File: config.mk
export PLATFORM = sky130hd
export DESIGN_NAME = asu_top
export DESIGN_NICKNAME = d
export VERILOG_FILES = /design/src/include/asu_pkg.sv /design/src/asu_top.sv /design/src/asu_fifo.sv
export SDC_FILE = /design/constraint.sdc
export NUM_CORES = 1
export LEC_CHECK = 0
export BUFFER_PORTS_ARGS = -buffer_cell sky130_fd_sc_hd__clkbuf_2
export CAP_MARGIN = 20
export CORE_MARGIN = 2
export CORE_UTILIZATION = 35
export DETAILED_ROUTE_END_ITERATION = 12
export PLACE_DENSITY = 0.56
export SLEW_MARGIN = 20
export SYNTH_ARGS = -nofsm -noshare
export SYNTH_HDL_FRONTEND = slang
export SYNTH_HIERARCHICAL = 1
export SYNTH_SLANG_ARGS = --single-unit
File: constraint.sdc
create_clock -name clk -period 6.27 [get_ports clk]
set_input_delay 1.254 -clock clk [delete_from_list [all_inputs] [get_ports clk]]
set_output_delay 1.254 -clock clk [all_outputs]
set_load 0.01 [all_outputs]
File: src/include/asu_pkg.sv
/*
  Shared definitions of the asynchronous serial unit: register addresses,
  field positions, reset values, frame encodings and the packed carriers.
  Assumes one clock domain and an 8-bit register port with 16-bit addresses.
*/
package asu_pkg;

  // ==========================================================================
  // Register addresses
  localparam logic [15:0] ADDR_PORT1_LATCH = 16'hff01;
  localparam logic [15:0] ADDR_PORT1_DIR   = 16'hff21;
  localparam logic [15:0] ADDR_MODE        = 16'hff50;
  localparam logic [15:0] ADDR_RX_BUF      = 16'hff52;
  localparam logic [15:0] ADDR_RX_ERR      = 16'hff53;
  localparam logic [15:0] ADDR_TX_BUF      = 16'hff54;
  localparam logic [15:0] ADDR_TX_STAT     = 16'hff55;
  localparam logic [15:0] ADDR_PRESCALE    = 16'hff56;
  localparam logic [15:0] ADDR_BAUD        = 16'hff57;

  // ==========================================================================
  // Reset values
  localparam logic [7:0] RST_PORT1_DIR   = 8'hff;
  localparam logic [7:0] RST_PORT1_LATCH = 8'h00;
  localparam logic [7:0] RST_MODE        = 8'h01;
  localparam logic [3:0] RST_PRESCALE    = 4'h0;
  localparam logic [7:0] RST_BAUD        = 8'hff;

  // ==========================================================================
  // Field positions
  localparam int BIT_TXD          = 3;
  localparam int BIT_RXD          = 4;
  localparam int TX_STAT_BUF_BIT  = 1;
  localparam int TX_STAT_SHIFT_BIT = 0;
  localparam int ERR_PARITY_BIT   = 2;
  localparam int ERR_FRAMING_BIT  = 1;
  localparam int ERR_OVERRUN_BIT  = 0;

  // ==========================================================================
  // Clocking and frame constants
  localparam int         PRESCALE_W     = 10;
  localparam logic [3:0] PRESCALE_MAX   = 4'ha;
  localparam logic [3:0] PRESCALE_TIMER = 4'hb;
  localparam logic [7:0] BAUD_K_MIN     = 8'h04;
  localparam logic [2:0] IDX_LAST8      = 3'h7;
  localparam logic [2:0] IDX_LAST7      = 3'h6;

  typedef enum logic [1:0] {
    PAR_NONE = 2'h0,
    PAR_ZERO = 2'h1,
    PAR_ODD  = 2'h2,
    PAR_EVEN = 2'h3
  } asu_parity_t;

  // Gray codes along idle, start, data, parity, stop
  typedef enum logic [2:0] {
    PH_IDLE   = 3'h0,
    PH_START  = 3'h1,
    PH_DATA   = 3'h3,
    PH_PARITY = 3'h2,
    PH_STOP   = 3'h6
  } asu_phase_t;

  // ==========================================================================
  // Carriers
  typedef struct packed {
    logic        power;
    logic        tx_en;
    logic        rx_en;
    asu_parity_t parity;
    logic        char8;
    logic        stop2;
    logic        merge;
  } asu_mode_t;

  typedef struct packed {
    asu_phase_t  phase;
    logic        half;
    logic [7:0]  baud_cnt;
    logic [2:0]  idx;
    logic        stop_left;
    logic [7:0]  shift;
    logic        par;
  } asu_chan_t;

  typedef struct packed {
    logic [7:0]            pin_s1;
    logic [7:0]            pin_s2;
    logic [7:0]            port_dir;
    logic [7:0]            port_latch;
    asu_mode_t             mode;
    logic [3:0]            prescale;
    logic [7:0]            baud;
    logic [PRESCALE_W-1:0] pre_cnt;
    asu_chan_t             tx;
    asu_chan_t             rx;
    logic                  rx_last;
    logic [7:0]            rx_buf;
    logic                  rx_full;
    logic [2:0]            rx_err;
    logic [7:0]            rdata;
    logic [7:0]            pin_out;
    logic [7:0]            pin_oe;
    logic                  tx_done_irq;
    logic                  rx_done_irq;
    logic                  rx_error_irq;
  } asu_state_t;

endpackage

File: src/asu_top.sv
/*
  Asynchronous serial unit: mode, prescaler, baud divider, transmitter with
  a data FIFO, receiver with parity/framing/overrun checks, port 1 pins.
  Assumes the register port and timer_tick run on clk; pins are asynchronous.
*/
`timescale 1ns/100ps
module asu_top #(
  parameter int FIFO_DEPTH = 16
) (
  // Clock, reset, enable
  input  wire logic        clk,
  input  wire logic        rst,
  input  wire logic        ce,
  // Register port
  input  wire logic [15:0] addr,
  input  wire logic        wr,
  input  wire logic [7:0]  wdata,
  input  wire logic        rd,
  output logic [7:0]       rdata,
  // Port 1 pins, bit 3 serial out, bit 4 serial in
  input  wire logic [7:0]  port1_pin_in,
  output logic [7:0]       port1_pin_out,
  output logic [7:0]       port1_pin_oe,
  // Alternative base clock
  input  wire logic        timer_tick,
  // Events
  output logic             tx_done_irq,
  output logic             rx_done_irq,
  output logic             rx_error_irq
);

  if (FIFO_DEPTH < 2) begin : g_chk
    $error("asu_top: FIFO_DEPTH must be at least 2");
  end

  // ==========================================================================
  // Helpers
  function automatic logic data_par(input logic [7:0] d, input logic char8);
    return ^(char8 ? d : {1'b0, d[6:0]});
  endfunction

  function automatic logic [7:0] k_last(input logic [7:0] k);
    // Prohibited small divisors run as the smallest legal one
    return ((k < asu_pkg::BAUD_K_MIN) ? asu_pkg::BAUD_K_MIN : k) - 8'h01;
  endfunction

  function automatic logic tx_level(input asu_pkg::asu_chan_t c);
    case (c.phase)
      asu_pkg::PH_START:  return 1'b0;
      asu_pkg::PH_DATA:   return c.shift[0];
      asu_pkg::PH_PARITY: return c.par;
      default:            return 1'b1;
    endcase
  endfunction

  // ==========================================================================
  // State
  localparam int PRESCALE_WL = asu_pkg::PRESCALE_W;
  asu_pkg::asu_state_t s;
  asu_pkg::asu_state_t next_s;
  logic                tx_on;
  logic                fifo_push;
  logic                fifo_ready;
  logic                fifo_valid;
  logic                fifo_pop;
  logic [7:0]          fifo_data;

  assign tx_on     = s.mode.power && s.mode.tx_en;
  assign fifo_push = wr && addr == asu_pkg::ADDR_TX_BUF && tx_on;
  assign fifo_pop  = tx_on && s.tx.phase == asu_pkg::PH_IDLE;

  asu_fifo #(
    .WIDTH (8),
    .DEPTH (FIFO_DEPTH)
  ) u_fifo (
    .clk       (clk),
    .rst       (rst),
    .ce        (ce),
    .flush     (!tx_on),
    .in_valid  (fifo_push),
    .in_ready  (fifo_ready),
    .in_data   (wdata),
    .out_valid (fifo_valid),
    .out_ready (fifo_pop),
    .out_data  (fifo_data)
  );

  always_comb begin
    logic       base_tick;
    logic       tx_half;
    logic       rx_half;
    logic       rx_in;
    logic       p;
    logic       perr;
    logic [2:0] last_idx;
    logic [3:0] sel;
    logic [PRESCALE_WL-1:0] mask;
    next_s              = s;
    base_tick           = 1'b0;
    p                   = 1'b0;
    perr                = 1'b0;
    mask                = '0;
    tx_half             = 1'b0;
    rx_half             = 1'b0;
    rx_in               = 1'b1;
    sel                 = s.prescale;
    last_idx            = s.mode.char8 ? asu_pkg::IDX_LAST8
                                       : asu_pkg::IDX_LAST7;
    next_s.tx_done_irq  = 1'b0;
    next_s.rx_done_irq  = 1'b0;
    next_s.rx_error_irq = 1'b0;
    next_s.pin_s1       = port1_pin_in;
    next_s.pin_s2       = s.pin_s1;

    // ========================================================================
    // Prescaler; a powered-down unit holds its bit clock still
    if (s.mode.power) begin
      next_s.pre_cnt = s.pre_cnt + 10'h001;
    end else begin
      next_s.pre_cnt = '0;
    end
    if (sel <= asu_pkg::PRESCALE_MAX) begin
      mask      = PRESCALE_WL'((11'h001 << sel) - 11'h001);
      base_tick = &(s.pre_cnt | ~mask);
    end else if (sel == asu_pkg::PRESCALE_TIMER) begin
      base_tick = timer_tick;
    end
    base_tick = base_tick && s.mode.power;

    // ========================================================================
    // Register writes
    if (wr) begin
      case (addr)
        asu_pkg::ADDR_PORT1_DIR:   next_s.port_dir   = wdata;
        asu_pkg::ADDR_PORT1_LATCH: next_s.port_latch = wdata;
        asu_pkg::ADDR_MODE:        next_s.mode  = asu_pkg::asu_mode_t'(wdata);
        asu_pkg::ADDR_PRESCALE:    next_s.prescale   = wdata[3:0];
        asu_pkg::ADDR_BAUD:        next_s.baud       = wdata;
        default: ;
      endcase
    end

    // ========================================================================
    // Register reads; read-clears come first so a same-cycle set wins
    if (rd) begin
      case (addr)
        asu_pkg::ADDR_PORT1_DIR:   next_s.rdata = s.port_dir;
        asu_pkg::ADDR_PORT1_LATCH: next_s.rdata =
          (s.port_dir & s.pin_s2) | (~s.port_dir & s.port_latch);
        asu_pkg::ADDR_MODE:        next_s.rdata = s.mode;
        asu_pkg::ADDR_RX_BUF: begin
          next_s.rdata   = s.rx_buf;
          next_s.rx_full = 1'b0;
        end
        asu_pkg::ADDR_RX_ERR: begin
          next_s.rdata  = {5'h00, s.rx_err};
          next_s.rx_err = 3'h0;
        end
        asu_pkg::ADDR_TX_STAT: begin
          next_s.rdata = 8'h00;
          next_s.rdata[asu_pkg::TX_STAT_BUF_BIT]   = !fifo_ready;
          next_s.rdata[asu_pkg::TX_STAT_SHIFT_BIT] =
            s.tx.phase != asu_pkg::PH_IDLE;
        end
        asu_pkg::ADDR_PRESCALE:    next_s.rdata = {4'h0, s.prescale};
        asu_pkg::ADDR_BAUD:        next_s.rdata = s.baud;
        default:                   next_s.rdata = 8'h00;
      endcase
    end

    // ========================================================================
    // Transmitter: each bit spans two divider outputs
    tx_half = base_tick && s.tx.baud_cnt == k_last(s.baud);
    if (base_tick && s.tx.phase != asu_pkg::PH_IDLE) begin
      next_s.tx.baud_cnt = tx_half ? 8'h00 : s.tx.baud_cnt + 8'h01;
      next_s.tx.half     = s.tx.half ^ tx_half;
    end
    case (s.tx.phase)
      asu_pkg::PH_IDLE: begin
        if (fifo_valid && tx_on) begin
          next_s.tx.phase    = asu_pkg::PH_START;
          next_s.tx.shift    = fifo_data;
          next_s.tx.baud_cnt = 8'h00;
          next_s.tx.half     = 1'b0;
          next_s.tx.idx      = 3'h0;
          p = data_par(fifo_data, s.mode.char8);
          case (s.mode.parity)
            asu_pkg::PAR_EVEN: next_s.tx.par = p;
            asu_pkg::PAR_ODD:  next_s.tx.par = ~p;
            default:           next_s.tx.par = 1'b0;
          endcase
        end
      end
      asu_pkg::PH_START: begin
        if (tx_half && s.tx.half) begin
          next_s.tx.phase = asu_pkg::PH_DATA;
        end
      end
      asu_pkg::PH_DATA: begin
        if (tx_half && s.tx.half) begin
          next_s.tx.shift = {1'b0, s.tx.shift[7:1]};
          next_s.tx.idx   = s.tx.idx + 3'h1;
          if (s.tx.idx == last_idx) begin
            next_s.tx.stop_left = s.mode.stop2;
            next_s.tx.phase = (s.mode.parity == asu_pkg::PAR_NONE)
                              ? asu_pkg::PH_STOP : asu_pkg::PH_PARITY;
          end
        end
      end
      asu_pkg::PH_PARITY: begin
        if (tx_half && s.tx.half) begin
          next_s.tx.phase = asu_pkg::PH_STOP;
        end
      end
      asu_pkg::PH_STOP: begin
        if (tx_half && s.tx.half) begin
          if (s.tx.stop_left) begin
            next_s.tx.stop_left = 1'b0;
          end else begin
            next_s.tx.phase    = asu_pkg::PH_IDLE;
            next_s.tx_done_irq = 1'b1;
          end
        end
      end
      default: next_s.tx.phase = asu_pkg::PH_IDLE;
    endcase
    if (!tx_on) begin
      next_s.tx = '0;
    end

    // ========================================================================
    // Receiver: start confirmed half a bit after the falling edge, then
    // every bit sampled at its centre; a second stop bit is not checked
    rx_in = (s.mode.power && s.mode.rx_en) ? s.pin_s2[asu_pkg::BIT_RXD]
                                           : 1'b1;
    next_s.rx_last = rx_in;
    rx_half = base_tick && s.rx.baud_cnt == k_last(s.baud);
    if (base_tick && s.rx.phase != asu_pkg::PH_IDLE) begin
      next_s.rx.baud_cnt = rx_half ? 8'h00 : s.rx.baud_cnt + 8'h01;
      next_s.rx.half     = s.rx.half ^ rx_half;
    end
    case (s.rx.phase)
      asu_pkg::PH_IDLE: begin
        if (s.rx_last && !rx_in) begin
          next_s.rx       = '0;
          next_s.rx.phase = asu_pkg::PH_START;
        end
      end
      asu_pkg::PH_START: begin
        if (rx_half) begin
          next_s.rx.half  = 1'b0;
          next_s.rx.phase = rx_in ? asu_pkg::PH_IDLE : asu_pkg::PH_DATA;
        end
      end
      asu_pkg::PH_DATA: begin
        if (rx_half && s.rx.half) begin
          next_s.rx.shift[s.rx.idx] = rx_in;
          next_s.rx.idx = s.rx.idx + 3'h1;
          if (s.rx.idx == last_idx) begin
            next_s.rx.phase = (s.mode.parity == asu_pkg::PAR_NONE)
                              ? asu_pkg::PH_STOP : asu_pkg::PH_PARITY;
          end
        end
      end
      asu_pkg::PH_PARITY: begin
        if (rx_half && s.rx.half) begin
          next_s.rx.par   = rx_in;
          next_s.rx.phase = asu_pkg::PH_STOP;
        end
      end
      asu_pkg::PH_STOP: begin
        if (rx_half && s.rx.half) begin
          p = data_par(s.rx.shift, s.mode.char8) ^ s.rx.par;
          case (s.mode.parity)
            asu_pkg::PAR_EVEN: perr = p;
            asu_pkg::PAR_ODD:  perr = ~p;
            default:           perr = 1'b0;
          endcase
          next_s.rx.phase = asu_pkg::PH_IDLE;
          next_s.rx_err[asu_pkg::ERR_PARITY_BIT]  |= perr;
          next_s.rx_err[asu_pkg::ERR_FRAMING_BIT] |= !rx_in;
          next_s.rx_err[asu_pkg::ERR_OVERRUN_BIT] |= s.rx_full;
          if (!s.rx_full) begin
            next_s.rx_buf  = s.rx.shift;
            next_s.rx_full = 1'b1;
          end
          if ((perr || !rx_in || s.rx_full) && !s.mode.merge) begin
            next_s.rx_error_irq = 1'b1;
          end else begin
            next_s.rx_done_irq  = 1'b1;
          end
        end
      end
      default: next_s.rx.phase = asu_pkg::PH_IDLE;
    endcase
    if (!(s.mode.power && s.mode.rx_en)) begin
      next_s.rx = '0;
    end
    if (!s.mode.power) begin
      next_s.rx_err  = 3'h0;
      next_s.rx_buf  = 8'h00;
      next_s.rx_full = 1'b0;
    end

    // ========================================================================
    // Pins: direction bit 0 enables the driver
    for (int i = 0; i < 8; i++) begin
      next_s.pin_oe[i]  = !next_s.port_dir[i];
      next_s.pin_out[i] = next_s.port_latch[i];
    end
    if (next_s.mode.tx_en) begin
      next_s.pin_out[asu_pkg::BIT_TXD] =
        next_s.mode.power ? tx_level(next_s.tx) : 1'b1;
    end
  end

  always_ff @(posedge clk) begin
    if (rst) begin
      s            <= '0;
      s.pin_s1     <= 8'hff;
      s.pin_s2     <= 8'hff;
      s.rx_last    <= 1'b1;
      s.port_dir   <= asu_pkg::RST_PORT1_DIR;
      s.port_latch <= asu_pkg::RST_PORT1_LATCH;
      s.mode       <= asu_pkg::asu_mode_t'(asu_pkg::RST_MODE);
      s.prescale   <= asu_pkg::RST_PRESCALE;
      s.baud       <= asu_pkg::RST_BAUD;
    end else if (ce) begin
      s <= next_s;
    end
  end

  assign rdata         = s.rdata;
  assign port1_pin_out = s.pin_out;
  assign port1_pin_oe  = s.pin_oe;
  assign tx_done_irq   = s.tx_done_irq;
  assign rx_done_irq   = s.rx_done_irq;
  assign rx_error_irq  = s.rx_error_irq;

endmodule

File: src/asu_fifo.sv
/*
  Transmit data FIFO with valid/ready on both sides and a flush input.
  Assumes a single clock; the clock enable freezes all state while low.
*/
`timescale 1ns/100ps
module asu_fifo #(
  parameter int WIDTH = 8,
  parameter int DEPTH = 16
) (
  // Clock, reset, enable
  input  wire logic             clk,
  input  wire logic             rst,
  input  wire logic             ce,
  input  wire logic             flush,
  // Filling side
  input  wire logic             in_valid,
  output logic                  in_ready,
  input  wire logic [WIDTH-1:0] in_data,
  // Draining side
  output logic                  out_valid,
  input  wire logic             out_ready,
  output logic [WIDTH-1:0]      out_data
);

  localparam int AW = $clog2(DEPTH);
  localparam logic [AW:0] FULL_COUNT = (AW+1)'(DEPTH);

  // Pointers wrap by overflow, so only powers of two are served
  if (DEPTH < 2 || (DEPTH & (DEPTH - 1)) != 0 || WIDTH < 1) begin : g_chk
    $error("asu_fifo: DEPTH must be a power of two >= 2");
  end

  typedef struct packed {
    logic [DEPTH-1:0][WIDTH-1:0] mem;
    logic [AW-1:0]               wr_ptr;
    logic [AW-1:0]               rd_ptr;
    logic [AW:0]                 count;
  } asu_fifo_state_t;

  asu_fifo_state_t s;
  asu_fifo_state_t next_s;
  logic            push;
  logic            pop;

  assign in_ready  = (s.count != FULL_COUNT);
  assign out_valid = (s.count != '0);
  assign out_data  = s.mem[s.rd_ptr];
  assign push      = in_valid && in_ready;
  assign pop       = out_valid && out_ready;

  always_comb begin
    next_s = s;
    if (push) begin
      next_s.mem[s.wr_ptr] = in_data;
      next_s.wr_ptr        = s.wr_ptr + 1'b1;
    end
    if (pop) begin
      next_s.rd_ptr = s.rd_ptr + 1'b1;
    end
    next_s.count = s.count + (AW+1)'(push) - (AW+1)'(pop);
    if (flush) begin
      next_s.wr_ptr = '0;
      next_s.rd_ptr = '0;
      next_s.count  = '0;
    end
  end

  always_ff @(posedge clk) begin
    if (rst) begin
      s <= '0;
    end else if (ce) begin
      s <= next_s;
    end
  end

endmodule

==> Word-level counts from Yosys, hierarchy flattened <==
Index checks and enable logic that the tools add are counted.
{ "totals": {"reg_bits": 292, "inputBits": 38, "wordCells": 279} }
{ "op_classes": {"n_addsub": 11, "n_lt_le_gt_ge": 7, "eq_ne": 47, "n_shift": 1, "n_mux": 88, "bitwise_logic": 14, "n_reduce_logical": 54} }
{ "ops": {"columns": ["cell", "count"], "rows": [
  ["16-bit == test (second input constant)", 9],
  ["128-bit bitwise mux", 1],
  ["8-bit 2-to-1 mux", 13],
  ["25-bit 2-to-1 mux", 3],
  ["8-bit case mux with 8 select lines", 1],
  ["12-bit 2-to-1 mux", 5],
  ["9-bit 2-to-1 mux", 5],
  ["3-bit 2-to-1 mux", 13],
  ["36-bit 2-to-1 mux", 1],
  ["8-bit binary-select mux with 4-bit select", 1],
  ["8-bit demux with 4-bit select", 1],
  ["8-bit case mux with 2 select lines", 2],
  ["3-bit case mux with 5 select lines", 2],
  ["3-bit inequality test (second input constant)", 9],
  ["1-bit 2-to-1 mux", 20],
  ["1-bit logical AND", 19],
  ["3-bit by 2-bit == test with 1-bit output (second input constant)", 6],
  ["8-bit by 1-bit adder with 8-bit output (second input constant)", 2],
  ["8-bit AND", 2],
  ["8-bit == test", 2],
  ["4-bit 2-to-1 mux", 4],
  ["4-bit AND reduction", 4],
  ["8-bit XOR reduction", 2],
  ["15-bit 2-to-1 mux", 1],
  ["50 further kinds", 94]
]} }

==> Logic depth before layout (Yosys ltp) <==
Gate-level depths: netlist (run 1).
{ "depth": {"ltp_word": 17, "ltp_mapped": 20, "ltp_nobuf": 18} }

==> By module <==
Netlist (run 1), hierarchy kept.
{ "by_module_without_submodules": {"columns": ["mod", "instances", "cells_each", "area_per_inst_um2"], "rows": [
  ["asu_top", 1, 960, 8067.7],
  ["asu_fifo", 1, 654, 6572.6]
]} }

==> Least setup slack after synthesis (run 1) <==
OpenSTA, ideal clock, no wires.
{ "synth_timing": {"path_kind": "register to register", "start": "register, netlist name s[106]", "end": "register s (netlist bit port1_pin_out[3])", "arrival_ps": 4995, "required_ps": 6184, "path_slack_ps": 1190, "stages_incl_launch_ff": 19, "path_buffers": 1, "path_cell_list": "dfxtp_1 -> buf_2 -> or4_4 -> o31ai_1 -> ha_1 -> or3b_1 -> o31ai_1 -> nand3b_1 -> a31o_1 -> nor4_4 -> and2_1 -> ha_1 -> nand3_1 -> or4_1 -> a21o_1 -> a221oi_1 -> nor4_1 -> mux2_2 -> a211oi_1"} }
{ "synth_lines": {"columns": ["item", "line", "rtl"], "rows": [
  ["end signal, assigned", "asu_top.sv:329", "s <= next_s;"],
  ["end, declared", "asu_top.sv:59", "asu_pkg::asu_state_t s;"]
]} }

==> metrics, run 1 <==
initial antenna violation count 0; Leak Pwr between 6 and 7 nW; Worst Hold Class register to register; worst skew pair latency roughly 0.59 ns; fill cell count 4136; Max-Cap Viols 0; setup tns final 0 ns; Max Freq roughly 180 MHz; drt total wl ~38000 microns; RR Startpoint s[104]; CP Launch Type register; worst hold start u_fifo/s[119]; vias in the first global route between 10000 and 15000; largest cells by area after synthesis dfxtp_1 39%, mux2i_1 9.6%, nor2_1 5.6%; outcome finished clean; area of the multi-input gates roughly 8200 sq um; Post-Syn Area roughly 15000 sq um; nets between 1500 and 2000; Main synth FF type dfxtp_1; critical path class register to register; fin cells between 2000 and 2500; DIE WIDTH roughly 210 microns; #FFs+latches synth around 290; Synth Instances roughly 1600; CTS tree done; final setup fails 0; fin. max-slew vios 0; post-DR vias/cell about 5.4; share of post-route cells with drive strength above 1 between 10% and 20%; crit path time final around 5.7 ns; WL/cell between 15 and 20 microns; worst relative slew slack approximately a third; reg2reg end port1_pin_out[3]; placed instance count about 2100; Clock Tree Buf Depth 3; Synth area leader dfxtp_1; site row count 74; DRT iter0 DRCs 930; hold buffer count at cts 0; Reg clk slew, reported paths about 0.06 ns; DRC viols 0; gr usage total between 10% and 20%; vias 11551; post-synthesis sequential area ratio 39.0%; Post-synth top cells 285 x dfxtp_1, 218 x nor2_1, 144 x nand2_1; Cell Pwr Density ~240 nW/um^2; GRT overflow 0; die area ~43000 sq um; RSZ-0062 raised after global routing no; Crit Path Max Fanout 12; R2R cell count 17; final period utilization about nine tenths; Root Buffer Master clkbuf_16; RD Place Congestion about 0.84; register area between 5000 and 6000 sq um; worst slew pin tran 0.994 ns; H-tree levels 1; I/O Buffers 64; Initial Util about 36%; Post-DP HPWL 25000 microns; Min-Delay Path Depth 2; Synth async-reset ratio 0%; CP Data Required Time 6.76 ns; Area Growth Syn to Fin 9.98%; top-area cell type share of the netlist area 39.0%; post-route antenna net violation count 0; area of the core approximately 40000 sq um; Peak VDD IR between 0.2 and 0.25 mV; CTS Buf Count 31; final hold vios 0; post-CTS setup buffer count 0; R2R setup slack 0.57 ns; clk sinks roughly 290; most frequent cell after synthesis dfxtp_1; WHS Endpoint u_fifo/s[119]; global-route wire length before repair 61500 microns; synth warn 6; synthesized net count approximately 1700; Cell variety after synth 84; Pre-antenna DRT Iters 5; clk_skew between 0.01 and 0.015 ns; Post-synth EDFFs 0; Top Ports 65; pin count of the biggest net entering global routing ~170; Setup crit end kind register; DIE HEIGHT 209 microns; WHS ~0.45 ns; Mapped Avg Cell Area between 9 and 10 sq um; post-CTS sizing 0; crit path DAT 6.19 ns
==> through the flow <==
step	worst slack [ns]	cell area (sq um)	total power, W	utilization, %
2_1_floorplan	1.19	14600	0.00196	-
3_3_place_gp	0.737	15000	0.00202	36.6
3_5_place_dp	0.676	15000	0.00202	36.6
4_1_cts	0.593	16100	0.00391	39.2
5_1_grt	0.0938	16100	0.00400	39.3
6_report	0.572	16100	0.00387	39.3
==> logic make-up (layout without fill, tap and decap cells) <==
logic type	after synthesis	in the layout	synth area share, %
other	0	1	0
muxes	192	192	16.0
AOI/OAI and AO/OA	290	290	13.6
buffers and inverters	166	155	5.44
xor gates and xnor gates	45	45	2.69
adders and majority gates	22	22	1.93
DFF	285	285	39.0
and+or+nand+nor	614	614	21.4
==> layer usage <==
| layer | share of wire (%) | up-vias | track usage, % |
|---|---|---|---|
| li1 | - | 5657 | - |
| met1 | 47 | 5599 | 23.6 |
| met2 | 46 | 228 | 28.7 |
| met3 | 4.4 | 67 | 2.75 |
| met4 | 2.9 | 0 | 5.23 |
| met5 | 0 | - | 0 |
==> area by class of cell <==
type	instances	share of cell area (%)
Antenna cell	1	0.0155
Clock buffer	44	5.68
Clock inverter	12	0.855
Inverter	26	0.606
Multi-Input combinational cell	1163	50.7
Sequential cell	285	35.4
Tap cell	532	4.13
Timing Repair Buffer	73	2.56
==> worst max-delay path by stage <==
stage,from,endpoint,slack (ns),cells after the start
6_report,s[104],port1_pin_out[3],0.57,17
5_1_grt,s[104],port1_pin_out[3],0.09,17
4_1_cts,s[104],port1_pin_out[3],0.59,17
3_5_place_dp,s[104],port1_pin_out[3],0.68,17
3_3_place_gp,s[104],port1_pin_out[3],0.74,17
2_1_floorplan,s[106],port1_pin_out[3],1.19,18
==> cell usage in the layout, fill, tap and decap left out, types with 6 or more instances in the layout <==
master	count
a211o_1	33
a211oi_1	15
a21oi_1	85
a222oi_1	6
a22o_1	7
a22oi_1	33
a31oi_1	9
and2_1	12
and3_1	22
buf_4	9
clkbuf_16	31
clkbuf_2	62
clkbuf_8	10
dfxtp_1	284
ha_1	21
inv_1	25
mux2_2	20
mux2i_1	140
mux4_2	32
nand2_1	144
nand2b_1	18
nand3_1	41
nand3_4	10
nand3b_1	11
nand4_1	14
nor2_1	218
nor2b_1	47
nor3_1	17
nor4_1	6
o21ai_0	43
o31ai_1	9
or3_1	7
xnor2_1	33
xor2_1	12
==> flip-flops by register name, indices dropped and copies added (netlist names) <==
name,cells
u_fifo/s,141
s,116
next_s,8
port1_pin_oe,8
rdata,8
port1_pin_out,1
rx_done_irq,1
rx_error_irq,1
tx_done_irq,1
==> report_power, final <==
group          switching (W)  internal (W)
clock               0.000789       0.00110
sequential        0.00000915       0.00182
combinational       0.000106     0.0000416
==> critical path, stage by stage (launching register included) <==
cell and delay, ns:
dfxtp_1 0.42, or4_4 0.59, o31ai_1 0.47, ha_1 0.33, or3b_1 0.42, o31ai_1 0.31, nand3b_1 0.12, a31o_1 0.25
nor4_4 0.44, and2_1 0.21, ha_1 0.27, nand3_1 0.21, or4_1 0.47, a21o_1 0.18, a221oi_1 0.31, nor4_1 0.11
mux2_2 0.27, a211oi_1 0.23
Power figures use the tool's default switching activity.
==> inputs of run 2 (changes only) <==
--- a/config.mk
+++ b/config.mk
@@ -10,7 +10,9 @@
 export CORE_MARGIN = 2
 export CORE_UTILIZATION = 35
 export DETAILED_ROUTE_END_ITERATION = 12
-export PLACE_DENSITY = 0.56
+export PLACE_DENSITY = 0.62
+export RECOVER_POWER = 100
+export SKIP_CTS_REPAIR_TIMING = 1
 export SLEW_MARGIN = 20
 export SYNTH_ARGS = -nofsm -noshare
 export SYNTH_HDL_FRONTEND = slang
==> metrics, run 2 (synthesized netlist as in run 1, its figures left out) <==
outcome complete, but fails checks (was finished clean); failing checks capacitance limit, slew limit; min setup slack post-route 0.650 ns (was 0.572 ns); Cell Pwr Density 239 nW/um^2 (was 240 nW/um^2); Reg clk slew, reported paths 0.06 ns (about the same); CP Data Required Time 6.74 ns (was 6.76 ns); initial antenna violation count 0 (unchanged); final design instance area without fill 15800 sq um (was 16100 sq um); Min-Delay Path Depth 2 (unchanged); worst slew pin tran 2.81 ns (was 0.994 ns); Slowest cell on crit path or4_1 (was or4_4); share of post-route cells with drive strength above 1 10.4% (was 13.7%); Max-Cap Viols 3 (was 0); Root Buffer Master clkbuf_16 (unchanged); Reg with most FFs u_fifo/s (unchanged); post-route antenna net violation count 0 (unchanged); DRC viols 0 (unchanged); most frequent cells in the layout 285 x dfxtp_1, 218 x nor2_1, 144 x nand2_1 (was 284 x dfxtp_1, 218 x nor2_1, 144 x nand2_1); pin count of the biggest net entering global routing 119 (was 173); final setup fails 0 (unchanged); Cell Area, Placed 15000 sq um (about the same); Post-DP HPWL 24700 microns (was 25000 microns); worst skew pair latency 0.58 ns (was 0.59 ns); global-route wire length before repair 59000 microns (was 61500 microns); Setup crit end kind register (unchanged); max reg flops 141 (unchanged); R2R setup slack 0.65 ns (was 0.57 ns); Worst Hold Class register to register (unchanged); area of the core 41000 sq um (unchanged); R2R cell count 17 (unchanged); GRT overflow 0 (unchanged); Top Ports 65 (unchanged); worst path cell trace or4_1, o31ai_2, ha_1, or3b_1, o31ai_1, nand3b_1, a31o_1, nor4_4, and2_0, ha_1, nand3_1, or4_1, a21o_1, a221oi_1, nor4_1, mux2_2, a211oi_1 (was or4_4, o31ai_1, ha_1, or3b_1, o31ai_1, nand3b_1, a31o_1, nor4_4, and2_1, ha_1, nand3_1, or4_1, a21o_1, a221oi_1, nor4_1, mux2_2, a211oi_1); Max Freq 178 MHz (was 176 MHz); setup tns final 0 ns (unchanged); CP Launch Type register (unchanged); Final Power 0.00377 W (was 0.00387 W); DRT iter0 DRCs 892 (was 930); critical path buffer and inverter count 0 (unchanged); clk sinks 285 (unchanged); I/O Buffers 64 (unchanged); WL/cell 17.4 microns (was 18.0 microns); CP delay by family, top simple AND/OR/NAND/NOR gates (unchanged); Initial Util 35.7% (unchanged); site row count 74 (unchanged); RSZ-0062 raised after global routing no (unchanged); final hold vios 0 (unchanged); WHS Endpoint u_fifo/s[135] (was u_fifo/s[119]); post-DR vias/cell 5.43 (was 5.41); Crit Path Max Fanout 12 (unchanged); crit path time final 5.62 ns (was 5.70 ns); RD Place Congestion 0.853 (was 0.839); Clock Tree Buf Depth 3 (unchanged); Area Growth Syn to Fin 7.86% (was 9.98%); Pre-antenna DRT Iters 5 (unchanged); worst hold start u_fifo/s[135] (was u_fifo/s[119]); drt total wl 37100 microns (was 38400 microns); critical path class register to register (unchanged); fin. max-slew vios 109 (was 0); Peak VDD IR 0.252 mV (was 0.221 mV); fin util 38.5% (was 39.3%); DIE WIDTH 209 microns (unchanged); clk_skew 0.0130 ns (was 0.0124 ns); pre-CTS setup slack 0.550 ns (was 0.676 ns); CTS Buf Count 31 (unchanged); nets 1639 (was 1640); DIE HEIGHT 209 microns (unchanged); die area 43500 sq um (unchanged); vias 11598 (was 11551); Largest stage delay, worst path 0.64 ns (was 0.59 ns); reg2reg end port1_pin_out[3] (unchanged); worst relative slew slack -87.6% (was 33.5%); crit path DAT 6.09 ns (was 6.19 ns); Ant. Diodes 0 (was 1); Leak Pwr 6.16 nW (was 6.32 nW); H-tree levels 1 (unchanged); CTS tree done (unchanged); RR Startpoint s[104] (unchanged); vias in the first global route 10779 (was 11065); registers with the most flip-flops u_fifo/s x141, s x116 (unchanged); final period utilization 89.6% (was 90.9%); gr usage total 16.6% (was 17.5%); commonest non-fill, non-tap cell in the layout dfxtp_1 (unchanged)
## run 2: area by class of cell
type | count | area (sq um)
multi-input cells | 1163 | 7980
fillers | 4146 | 25200
clock inverters | 13 | 104
flip-flops and latches | 285 | 5710
well taps | 532 | 666
clock buffers | 44 | 895
repair buffers | 72 | 347
inverters | 26 | 97.6
## run 2: worst max path at each step
stage / cells past startpoint / startpoint / end
global route: 17 / s[104] / port1_pin_out[3]
CTS: 17 / s[104] / port1_pin_out[3]
floorplan: 18 / s[106] / port1_pin_out[3]
global placement: 17 / s[104] / port1_pin_out[3]
detailed placement: 17 / s[104] / port1_pin_out[3]
finish: 17 / s[104] / port1_pin_out[3]
## run 2: worst register-to-register path: cells and delay by family (launching register included)
family                     cells  cell delay, ns
AOI/OAI and AO/OA              6            1.67
adders and majority gates      2            0.59
DFF                            1            0.42
muxes                          1            0.27
and+or+nand+nor                8            2.58
## run 2: where the power goes
group / switching, W / internal [W] / leakage [nW] / total [W]
Combinational: 0.000103 / 0.0000402 / 3.35 / 0.000144
Sequential: 0.00000950 / 0.00182 / 2.30 / 0.00183
Clock: 0.000760 / 0.00103 / 0.498 / 0.00179
## run 2: routing by layer
layer	vias up	global-route usage (%)	routed length [microns]
met1	5613	22.5	17200
met2	284	27.8	17300
met4	0	4.02	801
met5	-	0	0
li1	5658	-	-
met3	43	2.52	1870
## run 2: through the flow
step           hold WS [ns]  instances
2_1_floorplan         0.431       1614
3_3_place_gp          0.439       2078
3_5_place_dp          0.444       2078
4_1_cts               0.453       2135
5_1_grt               0.476       2135
6_report              0.454       2135
